[src/hw/limiter_pkg.sv]
// Purpose: shared constants and types for the crane overload limiter
// Assumes: 100 MHz sys_clk, 12-bit sensor codes with 5 V full scale
// Notes: register map is word aligned, byte addresses
package limiter_pkg;

  localparam int CLK_HZ = 100_000_000;

  // timing, each figure in its own unit, cycle counts derived
  localparam int DEBOUNCE_MS = 10;
  localparam int DEBOUNCE_CYCLES = DEBOUNCE_MS * (CLK_HZ / 1000);
  localparam int SENSE_US = 20;
  localparam int SENSE_CYCLES = SENSE_US * (CLK_HZ / 1_000_000);
  localparam int WD_MS = 100;
  localparam int WD_CYCLES = WD_MS * (CLK_HZ / 1000);
  localparam int FLASH_ON_MS = 250;
  localparam int FLASH_ON_CYCLES = FLASH_ON_MS * (CLK_HZ / 1000);
  localparam int FLASH_OFF_MS = 250;
  localparam int FLASH_OFF_CYCLES = FLASH_OFF_MS * (CLK_HZ / 1000);
  localparam int PAUSE_MS = 1000;
  localparam int PAUSE_CYCLES = PAUSE_MS * (CLK_HZ / 1000);

  // sensor range: 0.3 V and 4.5 V at 4096 codes per 5 V
  localparam int ADC_W = 12;
  localparam logic [11:0] ADC_MIN = 12'h0F6;
  localparam logic [11:0] ADC_MAX = 12'hE66;

  // load table: indexed by top angle bits, holds highest safe pressure
  localparam int TABLE_AW = 6;
  localparam logic [11:0] LIMIT_RESET = 12'hE66;

  // register map
  localparam logic [7:0] REG_CTRL = 8'h00;
  localparam logic [7:0] REG_KICK = 8'h04;
  localparam logic [7:0] REG_STATUS = 8'h08;
  localparam logic [7:0] REG_MASK = 8'h0C;
  localparam logic [7:0] REG_ERROR = 8'h10;
  localparam logic [7:0] REG_ANGLE = 8'h14;
  localparam logic [7:0] REG_PRESSURE = 8'h18;
  localparam logic [7:0] REG_TBL_IDX = 8'h1C;
  localparam logic [7:0] REG_TBL_DATA = 8'h20;
  localparam int CTRL_WD_EN = 0;
  localparam logic CTRL_RESET = 1'b0;
  localparam logic [7:0] MASK_RESET = 8'h00;

  // error codes and their bit in the error vector (code k at bit k-1)
  localparam int ERR_BITS = 8;
  localparam int ERR_PRESSURE = 0;
  localparam int ERR_ANGLE = 1;
  localparam int ERR_OVERLOAD = 2;
  localparam int ERR_OUT_FIRST = 3;
  localparam int ERR_HOOK = 7;

  typedef struct packed {
    logic hook;
    logic winchUp;
    logic extOut;
    logic elevDown;
    logic elevUp;
  } switches_t;

  typedef struct packed {
    logic winchUp;
    logic extOut;
    logic elevDown;
    logic elevUp;
  } valves_t;

  typedef struct packed {
    logic wr;
    logic rd;
    logic [7:0] addr;
    logic [31:0] wdata;
  } bus_req_t;

  typedef enum logic [1:0] {BLINK_PAUSE, BLINK_ON, BLINK_OFF} blink_state_t;

endpackage

[src/hw/sw_debounce.sv]
// Purpose: two-flop synchroniser and stability filter for one pin
// Assumes: pin is asynchronous to sys_clk
// Notes: output moves only after CYCLES equal samples
`timescale 1ns/1ps
module sw_debounce #(
  parameter int CYCLES = 16
) (
  input wire logic sys_clk,
  input wire logic rst_b,
  input wire logic pinIn,
  output logic clean
);
  localparam int CW = $clog2(CYCLES + 1);
  logic meta_r;
  logic sync_r;
  logic [CW-1:0] cnt_r;

  always_ff @(posedge sys_clk or negedge rst_b)
  begin
    if (!rst_b)
    begin
      meta_r <= 1'b0;
      sync_r <= 1'b0;
    end
    else
    begin
      meta_r <= pinIn;
      sync_r <= meta_r;
    end
  end

  // bounce restarts the count, so a chattering contact never passes
  always_ff @(posedge sys_clk or negedge rst_b)
  begin
    if (!rst_b)
    begin
      cnt_r <= '0;
      clean <= 1'b0;
    end
    else if (sync_r == clean)
      cnt_r <= '0;
    else if (cnt_r == CW'(CYCLES - 1))
    begin
      cnt_r <= '0;
      clean <= sync_r;
    end
    else
      cnt_r <= cnt_r + 1'b1;
  end
endmodule

[src/hw/load_table_mem.sv]
// Purpose: load table, highest safe pressure per angle step
// Assumes: one write port from software, one read port for the check
// Notes: read data registered; contents reset to a constant limit
`timescale 1ns/1ps
module load_table_mem #(
  parameter int AW = 6,
  parameter int DW = 12,
  parameter logic [DW-1:0] RESET_VAL = '1
) (
  input wire logic sys_clk,
  input wire logic rst_b,
  input wire logic wrEn,
  input wire logic [AW-1:0] wrAddr,
  input wire logic [DW-1:0] wrData,
  input wire logic [AW-1:0] rdAddr,
  output logic [DW-1:0] rdData
);
  logic [DW-1:0] mem_r [2**AW];

  // reset contents so the check never reads an unwritten entry
  always_ff @(posedge sys_clk or negedge rst_b)
  begin
    if (!rst_b)
    begin
      for (int i = 0; i < 2**AW; i++)
        mem_r[i] <= RESET_VAL;
    end
    else if (wrEn)
      mem_r[wrAddr] <= wrData;
  end

  always_ff @(posedge sys_clk or negedge rst_b)
  begin
    if (!rst_b)
      rdData <= RESET_VAL;
    else
      rdData <= mem_r[rdAddr];
  end
endmodule

[src/hw/crane_overload_limiter.sv]
// Purpose: overload limiting control for a hydraulic crane
// Assumes: sensor codes come from an ADC clocked by sys_clk
// Notes: switches and fault sense pins are asynchronous
//
// The register offsets and the address-and-strobe port are this design's own decisions.
`timescale 1ns/1ps
module crane_overload_limiter
  import limiter_pkg::*;
#(
  parameter int DEBOUNCE_CYC = DEBOUNCE_CYCLES,
  parameter int SENSE_CYC = SENSE_CYCLES,
  parameter int WD_CYC = WD_CYCLES,
  parameter int FLASH_ON_CYC = FLASH_ON_CYCLES,
  parameter int FLASH_OFF_CYC = FLASH_OFF_CYCLES,
  parameter int PAUSE_CYC = PAUSE_CYCLES
) (
  input wire logic sys_clk,
  input wire logic rst_b,
  input wire bus_req_t busReq,
  output logic [31:0] busRdata,
  input wire switches_t switchIn,
  input wire valves_t faultSense,
  input wire logic supplyLow,
  input wire logic [ADC_W-1:0] angleCode,
  input wire logic [ADC_W-1:0] pressureCode,
  output valves_t valveOut,
  output logic redLed,
  output logic greenLed,
  output logic irq
);

  localparam int NSW = $bits(switches_t);
  localparam int NV = $bits(valves_t);

  switches_t sw;
  valves_t sense;
  logic supplyLowDb;
  logic [ADC_W-1:0] angle_r;
  logic [ADC_W-1:0] pressure_r;
  logic [ADC_W-1:0] limit;
  logic [NV-1:0] fault_r;
  logic [NV-1:0] fault_nxt;
  logic [ERR_BITS-1:0] errVec;
  logic [3:0] lowestCode;
  logic sensorBad;
  logic unsafe;
  logic resetHold;
  logic wdExpire;
  logic [31:0] wdCnt_r;
  logic wdEn_r;
  logic [ERR_BITS-1:0] status_r;
  logic [ERR_BITS-1:0] mask_r;
  logic [TABLE_AW-1:0] tblIdx_r;
  logic tblWr;
  logic kick;
  valves_t valve_nxt;
  blink_state_t blink_r;
  logic [31:0] blinkCnt_r;
  logic [3:0] flashLeft_r;
  logic [3:0] code_r;

  // input conditioning
  genvar g;
  generate
    for (g = 0; g < NSW; g++)
    begin : gSw
      sw_debounce #(.CYCLES(DEBOUNCE_CYC)) uSw (
        .sys_clk(sys_clk),
        .rst_b(rst_b),
        .pinIn(switchIn[g]),
        .clean(sw[g])
      );
    end
    for (g = 0; g < NV; g++)
    begin : gSense
      sw_debounce #(.CYCLES(SENSE_CYC)) uSense (
        .sys_clk(sys_clk),
        .rst_b(rst_b),
        .pinIn(faultSense[g]),
        .clean(sense[g])
      );
    end
  endgenerate

  // short filter on supply sag, long enough to ride out switching noise
  sw_debounce #(.CYCLES(SENSE_CYC)) uSupply (
    .sys_clk(sys_clk),
    .rst_b(rst_b),
    .pinIn(supplyLow),
    .clean(supplyLowDb)
  );

  always_ff @(posedge sys_clk or negedge rst_b)
  begin
    if (!rst_b)
    begin
      angle_r <= '0;
      pressure_r <= '0;
    end
    else
    begin
      angle_r <= angleCode;
      pressure_r <= pressureCode;
    end
  end

  // load table lookup
  assign tblWr = busReq.wr && (busReq.addr == REG_TBL_DATA);

  load_table_mem #(.AW(TABLE_AW), .DW(ADC_W), .RESET_VAL(LIMIT_RESET)) uTable (
    .sys_clk(sys_clk),
    .rst_b(rst_b),
    .wrEn(tblWr),
    .wrAddr(tblIdx_r),
    .wrData(busReq.wdata[ADC_W-1:0]),
    .rdAddr(angle_r[ADC_W-1 -: TABLE_AW]),
    .rdData(limit)
  );

  // error classification
  always_comb
  begin
    errVec = '0;
    errVec[ERR_PRESSURE] = (pressure_r < ADC_MIN) || (pressure_r > ADC_MAX);
    errVec[ERR_ANGLE] = (angle_r < ADC_MIN) || (angle_r > ADC_MAX);
    errVec[ERR_OVERLOAD] = (pressure_r > limit);
    errVec[ERR_OUT_FIRST +: NV] = fault_r;
    errVec[ERR_HOOK] = ~sw.hook;
  end

  assign sensorBad = errVec[ERR_PRESSURE] | errVec[ERR_ANGLE];
  // a lost sensor makes the table comparison meaningless, so it counts as unsafe
  assign unsafe = sensorBad | errVec[ERR_OVERLOAD];

  // lowest set bit wins
  always_comb
  begin
    lowestCode = 4'h0;
    for (int i = ERR_BITS - 1; i >= 0; i--)
      if (errVec[i])
        lowestCode = 4'(i + 1);
  end

  // watchdog: software must write the kick register while enabled
  assign kick = busReq.wr && (busReq.addr == REG_KICK);
  assign wdExpire = wdEn_r && (wdCnt_r == 32'(WD_CYC - 1));
  assign resetHold = wdExpire | supplyLowDb;

  always_ff @(posedge sys_clk or negedge rst_b)
  begin
    if (!rst_b)
      wdCnt_r <= '0;
    else if (resetHold || kick || !wdEn_r)
      wdCnt_r <= '0;
    else
      wdCnt_r <= wdCnt_r + 32'h0000_0001;
  end

  // output fault latches: held until the switch is released, or cleared by resetHold (watchdog expiry or supply low)
  always_comb
  begin
    for (int i = 0; i < NV; i++)
    begin
      if (sense[i] && valveOut[i])
        fault_nxt[i] = 1'b1;
      else if (!sw[i] && !sense[i])
        fault_nxt[i] = 1'b0;
      else
        fault_nxt[i] = fault_r[i];
    end
  end

  always_ff @(posedge sys_clk or negedge rst_b)
  begin
    if (!rst_b)
      fault_r <= '0;
    else if (resetHold)
      fault_r <= '0;
    else
      fault_r <= fault_nxt;
  end

  // valve drive
  always_comb
  begin
    valve_nxt.elevUp = sw.elevUp;
    valve_nxt.elevDown = sw.elevDown;
    valve_nxt.extOut = sw.extOut & sw.hook;
    valve_nxt.winchUp = sw.winchUp & sw.hook;
    if (unsafe)
      valve_nxt = '0;
    valve_nxt = valve_nxt & ~fault_r & ~fault_nxt;
    if (resetHold)
      valve_nxt = '0;
  end

  always_ff @(posedge sys_clk or negedge rst_b)
  begin
    if (!rst_b)
      valveOut <= '0;
    else
      valveOut <= valve_nxt;
  end

  // indicator sequencer; code latched per pattern so a change never garbles a count
  always_ff @(posedge sys_clk or negedge rst_b)
  begin
    if (!rst_b)
    begin
      blink_r <= BLINK_PAUSE;
      blinkCnt_r <= '0;
      flashLeft_r <= '0;
      code_r <= '0;
    end
    else if (resetHold)
    begin
      blink_r <= BLINK_PAUSE;
      blinkCnt_r <= '0;
      flashLeft_r <= '0;
      code_r <= '0;
    end
    else
    begin
      unique case (blink_r)
        BLINK_PAUSE:
        begin
          if (blinkCnt_r == 32'(PAUSE_CYC - 1))
          begin
            blinkCnt_r <= '0;
            code_r <= lowestCode;
            flashLeft_r <= (lowestCode == 4'h0) ? 4'h1 : lowestCode;
            blink_r <= BLINK_ON;
          end
          else
            blinkCnt_r <= blinkCnt_r + 32'h0000_0001;
        end
        BLINK_ON:
        begin
          if (blinkCnt_r == 32'(FLASH_ON_CYC - 1))
          begin
            blinkCnt_r <= '0;
            blink_r <= BLINK_OFF;
          end
          else
            blinkCnt_r <= blinkCnt_r + 32'h0000_0001;
        end
        BLINK_OFF:
        begin
          if (blinkCnt_r == 32'(FLASH_OFF_CYC - 1))
          begin
            blinkCnt_r <= '0;
            flashLeft_r <= flashLeft_r - 4'h1;
            blink_r <= (flashLeft_r == 4'h1) ? BLINK_PAUSE : BLINK_ON;
          end
          else
            blinkCnt_r <= blinkCnt_r + 32'h0000_0001;
        end
      endcase
    end
  end

  always_ff @(posedge sys_clk or negedge rst_b)
  begin
    if (!rst_b)
    begin
      redLed <= 1'b0;
      greenLed <= 1'b0;
    end
    else
    begin
      redLed <= (blink_r == BLINK_ON) && (code_r != 4'h0);
      greenLed <= (blink_r == BLINK_ON) && (code_r == 4'h0);
    end
  end

  // software registers
  always_ff @(posedge sys_clk or negedge rst_b)
  begin
    if (!rst_b)
    begin
      wdEn_r <= CTRL_RESET;
      mask_r <= MASK_RESET;
      tblIdx_r <= '0;
    end
    else if (resetHold)
      wdEn_r <= CTRL_RESET;
    else if (busReq.wr)
    begin
      unique case (busReq.addr)
        REG_CTRL: wdEn_r <= busReq.wdata[CTRL_WD_EN];
        REG_MASK: mask_r <= busReq.wdata[ERR_BITS-1:0];
        REG_TBL_IDX: tblIdx_r <= busReq.wdata[TABLE_AW-1:0];
        default:
        begin
        end
      endcase
    end
  end

  // sticky status, write one to clear; a present condition re-sets at once
  always_ff @(posedge sys_clk or negedge rst_b)
  begin
    if (!rst_b)
      status_r <= '0;
    else if (busReq.wr && (busReq.addr == REG_STATUS))
      status_r <= (status_r & ~busReq.wdata[ERR_BITS-1:0]) | errVec;
    else
      status_r <= status_r | errVec;
  end

  always_ff @(posedge sys_clk or negedge rst_b)
  begin
    if (!rst_b)
      irq <= 1'b0;
    else
      irq <= |(status_r & mask_r);
  end

  always_ff @(posedge sys_clk or negedge rst_b)
  begin
    if (!rst_b)
      busRdata <= '0;
    else if (busReq.rd)
    begin
      unique case (busReq.addr)
        REG_CTRL: busRdata <= {31'h0000_0000, wdEn_r};
        REG_STATUS: busRdata <= {24'h00_0000, status_r};
        REG_MASK: busRdata <= {24'h00_0000, mask_r};
        REG_ERROR: busRdata <= {12'h000, 4'(NV), valveOut, lowestCode, errVec};
        REG_ANGLE: busRdata <= {20'h0_0000, angle_r};
        REG_PRESSURE: busRdata <= {20'h0_0000, pressure_r};
        REG_TBL_IDX: busRdata <= {26'h000_0000, tblIdx_r};
        default: busRdata <= '0;
      endcase
    end
    else
      busRdata <= '0;
  end

endmodule

[config.mk]
export PLATFORM = sky130hd
export DESIGN_NAME = crane_overload_limiter
export DESIGN_NICKNAME = d
export VERILOG_FILES = /design/src/hw/limiter_pkg.sv /design/src/hw/sw_debounce.sv /design/src/hw/load_table_mem.sv /design/src/hw/crane_overload_limiter.sv
export SDC_FILE = /design/constraint.sdc
export NUM_CORES = 2
export LEC_CHECK = 0
export BUFFER_PORTS_ARGS = -buffer_cell sky130_fd_sc_hd__buf_4
export CAP_MARGIN = 20
export CORE_ASPECT_RATIO = 1.2
export CORE_MARGIN = 8
export CORE_UTILIZATION = 65
export CTS_BUF_LIST = sky130_fd_sc_hd__clkbuf_8
export DETAILED_ROUTE_END_ITERATION = 8
export PLACE_DENSITY = 0.82
export SLEW_MARGIN = 0
export SYNTH_ARGS = -nofsm -noshare
export SYNTH_HDL_FRONTEND = slang
export SYNTH_HIERARCHICAL = 1
export SYNTH_SLANG_ARGS = --single-unit
[constraint.sdc]
create_clock -name sys_clk -period 3.2 [get_ports sys_clk]
set_clock_uncertainty 0.05 [all_clocks]
set_input_delay 0.32 -clock sys_clk [delete_from_list [all_inputs] [get_ports sys_clk]]
set_output_delay 0.32 -clock sys_clk [all_outputs]
set_load 0.1 [all_outputs]
Word-level counts from Yosys, hierarchy flattened
Index checks and enable logic that the tools add are counted. W data, S select, Z words.

Output and inout bits: 39. Register bits after elaboration: 1116. Bits of input ports: 78. Logic and storage cells: 337.

Bitwise gates (word level): 28. Reductions and logical operators: 56. Equal/unequal tests: 37. $lt $le $gt $ge: 8. Add/subtract/negate cells: 13. Multiplexer cells: 70.

Operators with widths (number): $bwmux W768 (1); $mux W20 (10); $pmux W19 S7 (1); $mux W32 (4); $mux W11 (10); $add A20 B1 Y20 const B (5); $eq A20 B20 Y1 const B (5); $bmux W12 S6 (1); $demux W12 S6 (1); $mux W4 (18); $add A32 B1 Y32 const B (2); $pmux W32 S2 (1); $add A11 B1 Y11 const B (5); $eq A11 B11 Y1 const B (5); $mux W12 (3); $eq A32 B24 Y1 const B (1); $eq A32 B25 Y1 const B (1); $eq A32 B27 Y1 const B (1); $eq A8 B5 Y1 const B (4); $gt A12 B12 Y1 const B (2); $lt A12 B8 Y1 const B (2); $reduce_and A2 Y1 (12); $mux W19 (1); $and A8 B8 Y8 (2); other kinds (37) (114).

Logic depth before layout (Yosys ltp)
Depth after elaboration: 13. Gate-level depth with buffers: 10. Depth with buffers taken out: 9.

By module
The synthesis kept the hierarchy.

Modules (own cells, without submodules): load_table_mem (times used 1, sequential area each 20088.0 um2, area an instance 36024.6 um2, cells each 2303); crane_overload_limiter (times used 1, sequential area each 3728.6 um2, area an instance 7208.2 um2, cells each 712); sw_debounce (gSw[0].uSw ...) (times used 5, sequential area each 575.6 um2, area an instance 1114.8 um2, cells each 108); sw_debounce (gSense[0].uSense ...) (times used 5, sequential area each 350.3 um2, area an instance 636.9 um2, cells each 62).

Least setup slack after synthesis
Ideal clock, no wire load.

Path kind: in2reg. From: input busReq[33] (netlist name). To: register uTable/mem_r[15] (netlist name). Data arrival time: 2.843 ns. Library setup time: 0.125 ns. Path slack: 0.182 ns. Path buffers: 1. Stages: 7. Required time: 3.025 ns. Cells stage by stage: or4_1 > nor4b_1 > nor2b_1 > nand3_1 > nor2_1 > buf_2 > mux2_2.

Longest elaborated chain between the ends: 2.

Ends and longest elaborated chain: start: declaration (line crane_overload_limiter.sv:19) `input wire bus_req_t busReq,`; $eq A8 B6 Y1 (line crane_overload_limiter.sv:108) `assign tblWr = busReq.wr && (busReq.addr == REG_TBL_DATA);`; $logic_and A1 B1 Y1 (line crane_overload_limiter.sv:108); via tblWr (line crane_overload_limiter.sv:54) `logic tblWr;`; end signal: indexed assignment (line load_table_mem.sv:29) `mem_r[wrAddr] <= wrData;`; end: declaration (line load_table_mem.sv:18) `logic [DW-1:0] mem_r [2**AW];`.

The timed path passes the listed nets, and every way through them passes these cells. A chain may end at the register's enable or synchronous reset.

Worst setup path in the final report
From: register angle_r[7]. To: register uTable.rdData[6].

Longest elaborated chain between the ends: 4.

Ends and longest elaborated chain: start: declaration (line crane_overload_limiter.sv:38) `logic [ADC_W-1:0] angle_r;`; start signal: assignment (line crane_overload_limiter.sv:102) `angle_r <= angleCode;`; $not A6 Y7 (implied by the code) (line load_table_mem.sv:37) `rdData <= mem_r[rdAddr];`; $bmux W12 S6 (line load_table_mem.sv:37); $mux W12 (implied by the code) (2 in a row) (line load_table_mem.sv:37); end signal: assignment (line load_table_mem.sv:37); end: declaration (line load_table_mem.sv:16) `output logic [DW-1:0] rdData`.

No other way between the ends. The select of a mux whose other input is x is not followed.

==> impl_metrics.py <==
metrics = {
    "run_status": {
        "status": "complete, no violations",
    },
    "sta": {
        "finalHoldViolCount": 0,
        "setup_viol": 0,
        "timing.final.crit_period_ps": 2930,
        "final.period_utilization_pct": 91.6,
        "fmax_ghz": 0.341,
        "slew-limit-headroom_pct": 32.3,
        "final.setup.tns_ps": 0,
        "setup_ws_ps": 269,
        "slew_violations": 0,
        "whs_ps": 43.1,
        "grt_setup_unrepaired": "false",
        "worst_slew_pin_slew_ps": 1010,
    },
    "yosys": {
        "yosys.area_share.simple_pct": 8.79,
        "muxShareOfSynthArea_pct": 26.6,
        "synth_adder_area_share_pct": 0.722,
        "synthesis.area_per_instance_um2": 13.5,
        "synth_top_family_by_area": "multiplexers",
        "ys_warn_count": 6,
        "synth_xor_area_share_pct": 2.83,
        "synthCells": 3865,
        "synth_compound_area_share_pct": 3.58,
        "synth_ff_type": "dfrtp_1",
        "synth-async-reset-ratio_pct": 100,
        "ys_types": 81,
        "netlist_area_um2": 52000,
        "yosys_register_bits": 1114,
        "ys_seq_area_share_pct": 54.7,
        "synth-edff-count": 0,
    },
    "placement": {
        "port_buffers": 81,
        "dp_hpwl_mm": 77.2,
        "finalWeightedCongestion": 0.922,
        "place_ws_ps": 106,
    },
    "worst_setup_path": {
        "crit_family": "multiplexers",
        "crit_buf_inv": 1,
        "crit_top_cell": "mux4_2",
        "cp-start-kind": "register",
        "cp_data_required_time_ps": 3880,
        "crit_chain": "buf_12 -> mux4_2 -> mux4_2 -> o21ai_0 -> o41ai_1",
        "crit_path_top_delay_cell": "dfrtp_4",
        "cp_max_fo": 23,
        "path_class": "register to register",
        "end_kind": "register",
        "cp_data_arrival_time_ps": 3610,
        "critical_path.max_stage_delay_ps": 770,
    },
    "clocking": {
        "clk_pin_slew_worst_paths_ps": 70,
        "clk_latency_ps": 840,
        "numCtsBuffers": 169,
        "cts_sinks": 1114,
        "htreeDepth": 4,
        "cts_tree": "done",
        "postCtsResizedCells": 0,
        "clk_path_buf_depth": 3,
        "cts-root-buf": "clkbuf_8",
        "cts_setup_buffers": 0,
        "holdBufCountCts": 48,
    },
    "detailed_routing": {
        "drtIter0Drc": 2698,
        "dr_wl_met2_mm": 61.3,
        "vias_per_cell": 6.31,
        "drc": 0,
        "vias": 33300,
        "wire_per_inst_um": 23.4,
        "drtAntennaViolNets": 0,
        "top_layer": "met5",
        "wl_met1_mm": 49.0,
        "wl_met3_mm": 7.67,
        "routed_wl_mm": 124,
        "drt_first_pass_iters": 6,
    },
    "floorplan": {
        "io_pins": 117,
        "die_height_um": 326,
        "die-area_um2": 89300,
        "die_w_um": 274,
        "start_util_pct": 65.7,
        "rows": 113,
        "coreArea_um2": 79200,
    },
    "min_path": {
        "hold_path.class": "input port to register",
    },
    "global_routing": {
        "grt_pass1_wl_mm": 198,
        "grt-ovfl-total": 0,
        "grt_pass1_vias": 35400,
        "grt_antenna_before_repair": 3,
        "grt_max_degree": 103,
        "grt_use_total_pct": 27.9,
    },
    "pwr": {
        "power-per-cell-area_nw_per_um2": 475,
        "p_leak_nw": 26.0,
        "p_comb_share_pct": 5.3,
        "p_sw_share_pct": 24.0,
        "seq_power_share_pct": 51.2,
        "p_int_mw": 21.3,
        "peakVddDrop_mv": 0.298,
        "p_switching_mw": 6.73,
        "clockPowerShare_pct": 43.5,
    },
    "finish": {
        "fillers": 4675,
        "final-seq-area_um2": 28500,
        "multi_input_area_um2": 22200,
        "area_growth_pct": 13.6,
        "drive_gt1_share_pct": 48.0,
        "finalNetCount": 4201,
    },
    "run": {
        "maxCapViolations": 0,
    },
}
==> power groups by stage <==
stage	clock, mW	sequential (mW)	combinational (mW)
finish	12.2	14.4	1.49
global route	13.1	14.3	1.61
CTS	12.5	14.3	1.49
detailed placement	0	14.6	1.43
global placement	0	14.6	1.41
floorplan	0	14.5	0.743
==> synthesized netlist by cell type, types with 6 or more instances <==
| cell type | number | area [µm²] |
|---|---|---|
| buf_1 | 21 | 78.8 |
| a31oi_1 | 10 | 62.6 |
| a22oi_1 | 14 | 105 |
| a21oi_1 | 82 | 410 |
| a21o_1 | 6 | 45.0 |
| nor4b_1 | 18 | 158 |
| or3_1 | 30 | 188 |
| nor2_1 | 324 | 1220 |
| inv_1 | 60 | 225 |
| dfstp_2 | 455 | 12000 |
| mux2i_1 | 47 | 470 |
| nor2b_1 | 8 | 50.1 |
| buf_2 | 74 | 370 |
| o221ai_1 | 13 | 114 |
| xor2_1 | 62 | 543 |
| nand3_1 | 84 | 420 |
| a31o_2 | 6 | 52.6 |
| nand2b_1 | 9 | 56.3 |
| dfrtp_1 | 659 | 16500 |
| and4_1 | 12 | 105 |
| o22ai_1 | 23 | 144 |
| and3_1 | 42 | 263 |
| clkbuf_1 | 130 | 488 |
| nand4_1 | 36 | 225 |
| nor4_1 | 40 | 250 |
| nor3_1 | 49 | 245 |
| and2_1 | 15 | 93.8 |
| xnor2_1 | 106 | 928 |
| ha_1 | 30 | 375 |
| mux4_2 | 179 | 4030 |
| o41ai_1 | 7 | 61.3 |
| nand2_1 | 170 | 638 |
| buf_4 | 34 | 255 |
| o21ai_0 | 45 | 225 |
| or4_1 | 8 | 60.1 |
| mux2_2 | 822 | 9260 |
| a222oi_1 | 7 | 70.1 |
==> worst paths after layout <==
check / from / endpoint / slack, ps / cells after the start
worst min register to register: gSw[0].uSw/meta_r$_DFF_PN0_ / gSw[0].uSw/sync_r$_DFF_PN0_ / 310 / 0
worst max register to register: angle_r[7]$_DFF_PN0_ / uTable/rdData[6]$_DFF_PN1_ / 270 / 5
min in group asynchronous: rst_b / gSense[3].uSense/sync_r$_DFF_PN0_ / 550 / 3
worst max-delay path: angle_r[7]$_DFF_PN0_ / uTable/rdData[6]$_DFF_PN1_ / 270 / 5
worst min-delay path: busReq[3] / status_r[3]$_DFF_PN0_ / 40 / 3
max in group asynchronous: rst_b / uTable/mem_r[156]$_DFFE_PN0P_ / 980 / 4
==> layout by cell type (no fill, tap or decap), types with 62 or more instances in the layout <==
cell      count
mux2_2      822
dfrtp_1     655
dfstp_2     455
nor2_1      324
clkbuf_8    222
buf_4       184
mux4_2      179
nand2_1     170
inv_1       120
xnor2_1     106
nand3_1      84
a21oi_1      82
buf_12       69
xor2_1       62
==> routing by layer <==
layer | track usage (%) | vias to the layer above
met5 | 0 | -
met4 | 12.4 | 2
met3 | 4.96 | 344
met2 | 46.1 | 1189
met1 | 36.1 | 17300
li1 | - | 14500
==> tightest hold or removal path, cell delays in order <==
cell and delay (ps):
buf_4 290, nand2_1 160, a21o_1 110
==> logic make-up (layout without fill, tap and decap cells) <==
group                    count (synthesis)  in the layout
flip-flops                            1114           1114
multiplexers                          1053           1053
AO/OA/AOI/OAI                          277            277
other                                    1             16
XOR/XNOR                               168            168
adder cells (fa/ha/maj)                 30             30
AND/OR/NAND/NOR                        900            900
buffers and inverters                  322            684
==> stage by stage <==
stage          utilization, %  std cells  area (µm²)  power (mW)
6_report                 74.6       5277       59100        28.1
3_3_place_gp             69.4       4906       54900        16.0
5_1_grt                  74.6       5277       59100        29.1
3_5_place_dp             69.4       4907       54900        16.0
4_1_cts                  74.6       5274       59100        28.3
2_1_floorplan               -       3879       52000        15.3
==> sequential cells by signal (all words and copies together), names as in the netlist, 4 cells and up <==
| register | cells |
|---|---|
| flashLeft_r | 4 |
| uSupply/cnt_r | 11 |
| gSw.uSw/meta_r | 5 |
| gSense.uSense/cnt_r | 44 |
| uTable/rdData | 12 |
| gSw.uSw/sync_r | 5 |
| blinkCnt_r | 32 |
| gSense.uSense/clean | 4 |
| uTable/mem_r | 768 |
| gSense.uSense/meta_r | 4 |
| mask_r | 8 |
| pressure_r | 12 |
| busRdata | 17 |
| gSw.uSw/cnt_r | 100 |
| gSense.uSense/sync_r | 4 |
| gSw.uSw/clean | 5 |
| fault_r | 4 |
| status_r | 8 |
| wdCnt_r | 32 |
| valveOut | 4 |
| angle_r | 12 |
| tblIdx_r | 6 |
| code_r | 4 |
==> layout make-up <==
| class | instances | area share (%) |
|---|---|---|
| diodes | 1 | 0.00424 |
| repair buffers | 305 | 5.55 |
| clock inverters | 97 | 1.01 |
| inverters | 60 | 0.381 |
| flip-flops and latches | 1114 | 48.2 |
| multi-input cells | 2443 | 37.5 |
| clock buffers | 222 | 5.17 |
| well taps | 1035 | 2.19 |
Note: power is estimated with default switching activity, not from simulation.
